`src/include/reconfig_pkg.sv`:
```
// Shared constants for the reconfiguration controller and its register-streaming host.
package reconfig_pkg;
  // Link register indices of the reconfiguration controller.
  localparam logic [6:0] RB_CHANNEL = 7'h08;
  localparam logic [6:0] RB_CONTROL = 7'h0a;
  localparam logic [6:0] RB_OFFSET = 7'h0b;
  localparam logic [6:0] RB_DATA = 7'h0c;
  localparam logic [6:0] ST_CHANNEL = 7'h38;
  localparam logic [6:0] ST_CONTROL = 7'h3a;
  localparam logic [6:0] ST_OFFSET = 7'h3b;
  localparam logic [6:0] ST_DATA = 7'h3c;
  // Control and status field positions.
  localparam int CTL_WRITE_BIT = 0;
  localparam int CTL_READ_BIT = 1;
  localparam int CTL_MODE_LSB = 2;
  localparam int CTL_BUSY_BIT = 8;
  // Register-based launch codes.
  localparam logic [31:0] RB_LAUNCH_WRITE = 32'h0000_0001;
  localparam logic [31:0] RB_LAUNCH_READ = 32'h0000_0002;
  // Feature offsets.
  localparam logic [31:0] FEAT_OUTPUT_SWING = 32'h0000_0000;
  localparam logic [31:0] FEAT_PRETAP = 32'h0000_0001;
  // Stream engine modes and internal offsets.
  localparam logic [1:0] MODE_IMAGE = 2'h0;
  localparam logic [1:0] MODE_DIRECT = 2'h1;
  localparam logic [10:0] IMG_OFF_BASE = 11'h000;
  localparam logic [10:0] IMG_OFF_START = 11'h001;
  localparam logic [31:0] IMG_START_CODE = 32'h0000_0003;
  // Record header layout: length above the starting offset.
  localparam int HDR_OFF_MSB = 10;
  localparam int HDR_LEN_LSB = 11;
  localparam int HDR_LEN_MSB = 15;
  // Configuration word that holds the pattern generator enables.
  localparam logic [10:0] PATTERN_OFFSET = 11'h007;
  // Cycles the controller takes to apply a register-based write or read.
  localparam int APPLY_NS = 32;
  localparam int CLOCK_NS = 8;
  localparam int APPLY_CYCLES = (APPLY_NS + CLOCK_NS - 1) / CLOCK_NS;
  // Host APB register byte addresses.
  localparam logic [7:0] HA_ADDR = 8'h00;
  localparam logic [7:0] HA_WRITE = 8'h04;
  localparam logic [7:0] HA_READ = 8'h08;
  localparam logic [7:0] HA_STATUS = 8'h0c;
  localparam logic [7:0] HA_RDATA = 8'h10;
  // Host command word: write flag, link address, data.
  localparam int CMD_W = 40;
endpackage

```
`src/include/reconfig_if.sv`:
```
// Register link between the streaming host and the reconfiguration controller.
`timescale 1ns/10ps
interface reconfig_if;
  logic req; // Host request, held until ack.
  logic wr; // One for a write, zero for a read.
  logic [6:0] addr; // Register index.
  logic [31:0] wdata; // Write data.
  logic ack; // One-cycle answer pulse.
  logic [31:0] rdata; // Read data, valid with ack.
  modport device (input req, input wr, input addr, input wdata, output ack, output rdata);
  modport host (output req, output wr, output addr, output wdata, input ack, input rdata);
endinterface

```
`src/hdl/reconfig_controller.sv`:
```
// Reconfiguration controller: register-based settings and stream engine.
// Behaviour
// - Host waits for busy bit 8 clear.
// - Host loads channel, offset, data, then write.
// - Busy holds until channel has new value.
// - Host loads channel, offset, read, polls busy.
// - Completed read leaves setting in data register.
// - Control 0x1 launches write, 0x2 read.
// - Offset 0 swing, offset 1 pre-tap.
// - Mode 2'b01 selects direct record writes.
// - Host writes offset, data, write per record; offset stays put.
// - Stream busy spans whole operation exactly.
// - Header holds length and offset bits 10:0.
// - Control 0x4 selects mode 1, 0x5 commits.
// - Mode 2'b00 selects image streaming.
// - Image: offset 0, base as data, write.
// - Offset 1, data 0x3, write starts stream.
// - Image words fetched from ROM, applied.
// - Host polls busy between stream accesses.
// - Pattern generator enables are settable.
`timescale 1ns/10ps
module reconfig_controller #(
  parameter int NCH = 4,
  parameter int CFG_AW = 3,
  parameter int IMG_AW = 9
) (
  input wire logic clock,
  input wire logic nrst,
  reconfig_if.device link,
  output logic [NCH*3-1:0] pattern_enable,
  output logic [NCH*16-1:0] output_swing
);
  localparam int CW = $clog2(NCH);
  typedef enum logic [2:0] {st_idle, st_header, st_record} stream_state_e;

  // Register-based front end.
  logic [31:0] rb_channel; // Selected logical channel.
  logic [31:0] rb_offset; // Selected feature.
  logic [31:0] rb_data; // Data to write or data fetched.
  logic rb_busy; // Operation in progress.
  logic rb_is_read; // Pending operation is a read.
  logic [7:0] rb_count; // Cycles left until applied.
  logic [15:0] swing [NCH]; // Output swing per channel.
  logic [15:0] pretap [NCH]; // Pre-emphasis pre-tap per channel.

  // Stream engine.
  logic [31:0] st_channel; // Target channel.
  logic [1:0] st_mode; // Direct or image mode.
  logic [10:0] st_offset; // Internal offset.
  logic [31:0] st_data; // Record data or fetched value.
  logic [IMG_AW-1:0] img_base; // Registered image base.
  logic [IMG_AW-1:0] img_ptr; // Next image word.
  logic [10:0] rec_off; // Offset of the next record word.
  logic [4:0] rec_left; // Data records left under the header.
  stream_state_e st_state;
  logic [15:0] cfg [NCH][2**CFG_AW]; // Channel configuration space.

  logic take; // A new link request is taken this edge.
  logic ctl_wr; // Register write taken from the link, to any address.
  logic [CW-1:0] rb_ch; // Channel index, cut to the channel count.
  logic [CW-1:0] st_ch;
  logic [CFG_AW-1:0] st_idx; // Configuration word index.
  logic [15:0] img_now; // Image word under the pointer.
  logic st_busy;

  assign take = link.req && !link.ack;
  assign rb_ch = rb_channel[CW-1:0];
  assign st_ch = st_channel[CW-1:0];
  assign st_idx = st_offset[CFG_AW-1:0];
  assign img_now = image_word(img_ptr);
  assign st_busy = (st_state != st_idle);

  // Stored settings image; the sample content is arbitrary and ends with an empty header.
  function automatic logic [15:0] image_word(input logic [IMG_AW-1:0] a);
    case (a)
      9'h100: image_word = 16'h1800; // Three records from offset 0.
      9'h101: image_word = 16'h2820;
      9'h102: image_word = 16'h1234;
      9'h103: image_word = 16'h81d4;
      9'h104: image_word = 16'h0807; // One record at the pattern word.
      9'h105: image_word = 16'h0001;
      default: image_word = 16'h0000;
    endcase
  endfunction

  // Status word: busy in bit 8, mode in bits 3:2.
  function automatic logic [31:0] status_word(input logic busy, input logic [1:0] mode);
    status_word = '0;
    status_word[reconfig_pkg::CTL_BUSY_BIT] = busy;
    status_word[reconfig_pkg::CTL_MODE_LSB +: 2] = mode;
  endfunction

  assign ctl_wr = take && link.wr;

  // Link answer one cycle after a request; unmapped reads return zero.
  always_ff @(posedge clock or negedge nrst)
  begin
    if (!nrst)
    begin
      link.ack <= 1'b0;
      link.rdata <= '0;
    end
    else
    begin
      link.ack <= take;
      if (take && !link.wr)
      begin
        case (link.addr)
          reconfig_pkg::RB_CHANNEL: link.rdata <= rb_channel;
          reconfig_pkg::RB_CONTROL: link.rdata <= status_word(rb_busy, 2'h0);
          reconfig_pkg::RB_OFFSET: link.rdata <= rb_offset;
          reconfig_pkg::RB_DATA: link.rdata <= rb_data;
          reconfig_pkg::ST_CHANNEL: link.rdata <= st_channel;
          reconfig_pkg::ST_CONTROL: link.rdata <= status_word(st_busy, st_mode);
          reconfig_pkg::ST_OFFSET: link.rdata <= 32'(st_offset);
          reconfig_pkg::ST_DATA: link.rdata <= st_data;
          default: link.rdata <= '0;
        endcase
      end
    end
  end

  // Register-based front end; launches while busy are ignored.
  always_ff @(posedge clock or negedge nrst)
  begin
    if (!nrst)
    begin
      rb_channel <= '0;
      rb_offset <= '0;
      rb_data <= '0;
      rb_busy <= 1'b0;
      rb_is_read <= 1'b0;
      rb_count <= '0;
      for (int c = 0; c < NCH; c++)
      begin
        swing[c] <= '0;
        pretap[c] <= '0;
      end
    end
    else if (rb_busy)
    begin
      // The setting lands in the same edge that drops busy.
      if (rb_count == 8'h01)
      begin
        rb_busy <= 1'b0;
        if (rb_is_read)
        begin
          // Fetched value stays until the next read or data write.
          case (rb_offset)
            reconfig_pkg::FEAT_OUTPUT_SWING: rb_data <= 32'(swing[rb_ch]);
            reconfig_pkg::FEAT_PRETAP: rb_data <= 32'(pretap[rb_ch]);
            default: rb_data <= '0;
          endcase
        end
        else
        begin
          case (rb_offset)
            reconfig_pkg::FEAT_OUTPUT_SWING: swing[rb_ch] <= rb_data[15:0];
            reconfig_pkg::FEAT_PRETAP: pretap[rb_ch] <= rb_data[15:0];
            default: ;
          endcase
        end
      end
      rb_count <= rb_count - 8'h01;
    end
    else if (ctl_wr)
    begin
      case (link.addr)
        reconfig_pkg::RB_CHANNEL: rb_channel <= link.wdata;
        reconfig_pkg::RB_OFFSET: rb_offset <= link.wdata;
        reconfig_pkg::RB_DATA: rb_data <= link.wdata;
        reconfig_pkg::RB_CONTROL:
        begin
          // Only the two documented launch codes start an operation.
          if (link.wdata == reconfig_pkg::RB_LAUNCH_WRITE ||
              link.wdata == reconfig_pkg::RB_LAUNCH_READ)
          begin
            rb_busy <= 1'b1;
            rb_is_read <= (link.wdata == reconfig_pkg::RB_LAUNCH_READ);
            rb_count <= 8'(reconfig_pkg::APPLY_CYCLES);
          end
        end
        default: ;
      endcase
    end
  end

  // Stream engine registers, direct records and image streaming.
  always_ff @(posedge clock or negedge nrst)
  begin
    if (!nrst)
    begin
      st_channel <= '0;
      st_mode <= reconfig_pkg::MODE_IMAGE;
      st_offset <= '0;
      st_data <= '0;
      img_base <= '0;
      img_ptr <= '0;
      rec_off <= '0;
      rec_left <= '0;
      st_state <= st_idle;
      for (int c = 0; c < NCH; c++)
      begin
        for (int w = 0; w < 2**CFG_AW; w++)
        begin
          cfg[c][w] <= '0;
        end
      end
    end
    else
    begin
      case (st_state)
        st_idle:
        begin
          if (ctl_wr)
          begin
            case (link.addr)
              reconfig_pkg::ST_CHANNEL: st_channel <= link.wdata;
              reconfig_pkg::ST_OFFSET: st_offset <= link.wdata[10:0];
              reconfig_pkg::ST_DATA: st_data <= link.wdata;
              reconfig_pkg::ST_CONTROL:
              begin
                st_mode <= link.wdata[reconfig_pkg::CTL_MODE_LSB +: 2];
                if (link.wdata[reconfig_pkg::CTL_MODE_LSB +: 2] == reconfig_pkg::MODE_DIRECT)
                begin
                  // Direct records: a 0x5 commits, a 0x6 fetches.
                  if (link.wdata[reconfig_pkg::CTL_WRITE_BIT])
                  begin
                    cfg[st_ch][st_idx] <= st_data[15:0];
                  end
                  else if (link.wdata[reconfig_pkg::CTL_READ_BIT])
                  begin
                    st_data <= 32'(cfg[st_ch][st_idx]);
                  end
                end
                else if (link.wdata[reconfig_pkg::CTL_MODE_LSB +: 2] ==
                         reconfig_pkg::MODE_IMAGE && link.wdata[reconfig_pkg::CTL_WRITE_BIT])
                begin
                  if (st_offset == reconfig_pkg::IMG_OFF_BASE)
                  begin
                    img_base <= st_data[IMG_AW-1:0];
                  end
                  else if (st_offset == reconfig_pkg::IMG_OFF_START &&
                           st_data == reconfig_pkg::IMG_START_CODE)
                  begin
                    img_ptr <= img_base;
                    st_state <= st_header;
                  end
                end
              end
              default: ;
            endcase
          end
        end
        st_header:
        begin
          // A header with zero length ends the image and drops busy.
          if (img_now[reconfig_pkg::HDR_LEN_MSB:reconfig_pkg::HDR_LEN_LSB] == 5'h00)
          begin
            st_state <= st_idle;
          end
          else
          begin
            rec_left <= img_now[reconfig_pkg::HDR_LEN_MSB:reconfig_pkg::HDR_LEN_LSB];
            rec_off <= img_now[reconfig_pkg::HDR_OFF_MSB:0];
            img_ptr <= img_ptr + 1'b1;
            st_state <= st_record;
          end
        end
        st_record:
        begin
          // Offsets beyond the configuration space wrap onto it.
          cfg[st_ch][rec_off[CFG_AW-1:0]] <= img_now;
          rec_off <= rec_off + 11'h001;
          rec_left <= rec_left - 5'h01;
          img_ptr <= img_ptr + 1'b1;
          if (rec_left == 5'h01)
          begin
            st_state <= st_header;
          end
        end
        default: st_state <= st_idle;
      endcase
    end
  end

  // Pattern enables and swing come straight from stored flip-flops.
  always_comb
  begin
    for (int c = 0; c < NCH; c++)
    begin
      pattern_enable[c*3 +: 3] = cfg[c][reconfig_pkg::PATTERN_OFFSET[CFG_AW-1:0]][2:0];
      output_swing[c*16 +: 16] = swing[c];
    end
  end
endmodule

```
`src/flat_wrapper.sv`:
```
// flat-port wrapper written by rule: the top's interface ports become plain ports
module reconfig_controller_flat 
#(
  parameter int NCH = 4,
  parameter int CFG_AW = 3,
  parameter int IMG_AW = 9
)
  (clock, nrst, pattern_enable, output_swing, link_req, link_wr, link_addr, link_wdata, link_ack, link_rdata);
  reconfig_if link_i ();
  input wire logic clock;
  input wire logic nrst;
  output logic [NCH*3-1:0] pattern_enable;
  output logic [NCH*16-1:0] output_swing;
  input wire logic [$bits(link_i.req)-1:0] link_req;
  input wire logic [$bits(link_i.wr)-1:0] link_wr;
  input wire logic [$bits(link_i.addr)-1:0] link_addr;
  input wire logic [$bits(link_i.wdata)-1:0] link_wdata;
  output wire logic [$bits(link_i.ack)-1:0] link_ack;
  output wire logic [$bits(link_i.rdata)-1:0] link_rdata;
  assign link_i.req = link_req;
  assign link_i.wr = link_wr;
  assign link_i.addr = link_addr;
  assign link_i.wdata = link_wdata;
  assign link_ack = link_i.ack;
  assign link_rdata = link_i.rdata;
  reconfig_controller #(.NCH(NCH), .CFG_AW(CFG_AW), .IMG_AW(IMG_AW)) u_core (.clock(clock), .nrst(nrst), .link(link_i), .pattern_enable(pattern_enable), .output_swing(output_swing));
endmodule
```
`config.mk`:
```
export PLATFORM = sky130hd
export DESIGN_NAME = reconfig_controller_flat
export DESIGN_NICKNAME = d
export VERILOG_FILES = /design/src/include/reconfig_pkg.sv /design/src/include/reconfig_if.sv /design/src/hdl/reconfig_controller.sv /design/src/flat_wrapper.sv
export SDC_FILE = /design/constraint.sdc
export NUM_CORES = 2
export LEC_CHECK = 0
export BUFFER_PORTS_ARGS = -buffer_cell sky130_fd_sc_hd__clkbuf_2
export CORE_ASPECT_RATIO = 1.5
export CORE_MARGIN = 2
export CORE_UTILIZATION = 65
export CTS_BUF_LIST = sky130_fd_sc_hd__clkbuf_4
export DETAILED_ROUTE_END_ITERATION = 16
export HOLD_SLACK_MARGIN = 0.08
export PLACE_DENSITY = 0.83
export SLEW_MARGIN = 15
export SYNTH_ARGS = -nofsm -noshare
export SYNTH_HDL_FRONTEND = slang
export SYNTH_SLANG_ARGS = --single-unit
```
`constraint.sdc`:
```
create_clock -name clock -period 3.7 [get_ports clock]
set_input_delay 1.11 -clock clock [delete_from_list [all_inputs] [get_ports clock]]
set_output_delay 1.11 -clock clock [all_outputs]
set_load 0.03 [all_outputs]
```
==> impl_metrics.ini <==
[setup_path]
slowest_delay_ns = 1.06
critical_path.slowest_cell = sky130_fd_sc_hd__dfrtp_2
critical_path_depth = 8
critical_path_buf_inv_count = 2
r2r.worst_path.cells = 8
critical_path_class = reg2reg
startpoint_type = flip-flop
endpoint_kind = flip-flop
data_required_time_of_the_critical_path_ns = 4.72
worst_path_dominant_cell_family = simple AND/OR/NAND/NOR gates
cp.arrival_ns = 4.72
worst-path-max-fanout = 28
path_cells = buf_4, nand2_1, nor2_1, nand2_1, o22ai_2, buf_4, nor2_1, a21oi_1

[drt]
drtAntennaViolNets = 0
detail_route.iter0.violations = 5959
vias = 40018
route.detailed.vias_per_inst = 7.341
detail_route.wl_per_cell_um = 30.89
drt_drc_violations_left = 0
iteration_count_of_the_initial_detailed_routing_pass = 7
routed_wl_um = 168400

[sta]
fin_crit_ns = 3.698
final.period_utilization = 0.9994
final.setup.tns_ns = 0
report.final.setup_viol = 0
rsz0062_at_grt = no
hold_slack_ns = 0.2434
worst-slew-pin-transition_ns = 1.312
finalHoldViolCount = 0
final.setup_skew_ns = 0.07479
maxSlewViolCount = 0
worst_slew_margin_rel = 0.1005
fmax_ghz = 0.2704

[clock_network]
cts_num_sinks = 884
cts_tree = done
htree_num_levels = 4
root_buffer_selected_by_cts = sky130_fd_sc_hd__clkbuf_4
clock_path_buffers = 3
clk_latency_ns = 1.18
cts_setup_buffers = 0
cts.reportedPaths.clkPinSlew_ns = 0.09
cts_inserted_buffers = 203

[status]
outcome = complete, no violations

[logic_synthesis]
synth_area_per_cell_um2 = 10.56
synth_area_mm2 = 0.04390
ys_async_sr_fraction = 1.000
synth_largest_type_area_fraction = 0.5039
synth_top_cells_by_area = sky130_fd_sc_hd__dfrtp_1 50%, sky130_fd_sc_hd__mux2_2 6.3%, sky130_fd_sc_hd__a21oi_1 5.6%
synth-seq-cells = 884
cell_count_after_synthesis = 4156
synthesis.nets = 4213
portion_of_the_post_synthesis_area_used_by_sequential_elements = 0.5039
synth_largest_area_cell = sky130_fd_sc_hd__dfrtp_1
synth_ff_type = sky130_fd_sc_hd__dfrtp_1
yosys.cell_count.top_type = sky130_fd_sc_hd__dfrtp_1
yosys_warn_count = 0
count_of_flip_flops_with_a_built_in_enable_after_synthesis = 0
synth.top_cells.by_count = 884 x sky130_fd_sc_hd__dfrtp_1, 495 x sky130_fd_sc_hd__a21oi_1, 471 x sky130_fd_sc_hd__nor2_1
post_synth_num_cell_types = 77

[die]
initial_utilization = 0.6575
die_h_um = 322.3
die_x_extent_um = 216.2
io_pins = 152
die-area_mm2 = 0.06967
floorplan.rows = 116
coreArea_mm2 = 0.06676

[run]
max_cap_violations = 0

[min_path]
min-delay-path-class = in2reg
timing.hold.worst_path_depth = 2

[place]
place.detailed.hpwl_um = 111800
buffer_ports.inserted = 151
gp_routability_congestion = 1.136

[final_layout]
drive_gt1_frac = 0.2491
flow.area_growth_from_synthesis_pct = 13.17
final_core_util = 0.7441
num-nets-final = 4456

[power]
ir_drop_v = 0.0002565
power.total_mw = 18.55
static-leakage-power_nw = 19.66
power_density_mw_per_mm2 = 373.4

[global_route]
global_route_total_overflow = 0
track_usage = 0.4868
grt_antenna_before_repair = 11
pin_count_of_the_biggest_net_entering_global_routing = 104
first_global_vias = 39775
global_route_wire_length_before_repair_um = 249900
==> state kept, by name (all words and copies together), names as in the netlist <==
register	flops
u_core.cfg	500
u_core.output_swing	64
u_core.pretap	64
u_core.link.rdata	32
u_core.rb_channel	32
u_core.rb_data	32
u_core.rb_offset	32
u_core.st_channel	32
u_core.st_data	32
u_core.pattern_enable	12
u_core.st_offset	11
u_core.img_base	9
u_core.img_ptr	9
u_core.rb_count	8
u_core.rec_left	5
u_core.rec_off	3
u_core.st_mode	2
u_core.st_state	2
u_core.link.ack	1
u_core.rb_busy	1
u_core.rb_is_read	1
==> metrics by stage <==
step / cells / worst slack, ns / instance area [um2]
3_3_place_gp: 5078 / 0.2728 / 47080
4_1_cts: 5442 / 0.4461 / 49650
6_report: 5451 / 0.002263 / 49680
3_5_place_dp: 5078 / 0.2110 / 47080
5_1_grt: 5449 / 0.1525 / 49670
2_1_floorplan: 4156 / 0.5375 / 43900
==> power breakdown <==
group	switching, mW	internal [mW]
logic	0.659	0.218
clock network	4.10	3.83
registers	0.0550	9.69
==> area by class of cell <==
class                           count  area (um2)
Antenna cell                        9       22.52
Clock buffer                      284        2132
Clock inverter                     79       427.9
Fill cell                        4565       17090
Inverter                           27       101.3
Multi-Input combinational cell   2853       20380
Sequential cell                   884       22130
Tap cell                          885        1107
Timing Repair Buffer              430        3376
==> logic make-up after synthesis <==
kind of cell,Yosys count,share of synthesized area
flops,884,0.5039
simple gates,941,0.09679
xor+xnor,2,0.0003991
compound gates,1389,0.2114
buf+inv,419,0.03811
mux,507,0.1454
fa+ha+maj,14,0.003990
==> path summary, 6_finish.rpt <==
kind,startpoint,to,slack [ns]
max in group asynchronous,nrst,u_core.rb_channel[23]$_DFFE_PN0P_,2.03
worst min register to register,u_core.rb_channel[3]$_DFFE_PN0P_,u_core.rb_channel[3]$_DFFE_PN0P_,0.49
worst max-delay path,u_core.st_channel[1]$_DFFE_PN0P_,u_core.cfg[47]$_DFFE_PN0P_,0.002
worst max register to register,u_core.st_channel[1]$_DFFE_PN0P_,u_core.cfg[47]$_DFFE_PN0P_,0.002
worst min-delay path,link_req,u_core.link.ack$_DFF_PN0_,0.24
min in group asynchronous,nrst,u_core.output_swing[2]$_DFFE_PN0P_,0.62
==> layer usage <==
| metal | share of wire | wire (um) | GRT usage |
|---|---|---|---|
| met1 | 0.32 | 53810 | 0.5410 |
| met2 | 0.45 | 74990 | 0.7383 |
| met3 | 0.12 | 20750 | 0.1724 |
| met4 | 0.11 | 18650 | 0.4338 |
| met5 | 0.0011 | 180 | 0.01042 |
==> cells in the final DEF (no fill, tap or decap), types with 27 or more instances in the layout <==
cell type                  synthesis  routed
sky130_fd_sc_hd__nand2_1         200     200
sky130_fd_sc_hd__mux4_2           80      80
sky130_fd_sc_hd__o22ai_2           0      27
sky130_fd_sc_hd__a22oi_1         258     258
sky130_fd_sc_hd__o21a_1          109     109
sky130_fd_sc_hd__buf_12            0      41
sky130_fd_sc_hd__dfrtp_1         884     881
sky130_fd_sc_hd__nor4_1           36      35
sky130_fd_sc_hd__mux2i_1         182     182
sky130_fd_sc_hd__buf_4            14     237
sky130_fd_sc_hd__nor2_1          471     467
sky130_fd_sc_hd__clkinv_1          0      57
sky130_fd_sc_hd__inv_1            27      27
sky130_fd_sc_hd__o221ai_1        108     108
sky130_fd_sc_hd__nand3_1          55      53
sky130_fd_sc_hd__nor3_1           27      27
sky130_fd_sc_hd__a21oi_1         495     495
sky130_fd_sc_hd__clkbuf_4          0     284
sky130_fd_sc_hd__clkbuf_2          0     150
sky130_fd_sc_hd__o21ai_0         100      99
sky130_fd_sc_hd__mux2_2          245     245
sky130_fd_sc_hd__a22o_1          148     148
sky130_fd_sc_hd__o22ai_1          79      52
==> what timing repair did <==
| item | CTS | global route |
|---|---|---|
| hold buffers | 1 | 0 |
| gates resized for setup | 0 | 1 |
| endpoints found under the setup margin | 0 | 13 |
| hold endpoints to repair | 33 | 0 |
Note: power is estimated with default switching activity, not from simulation.
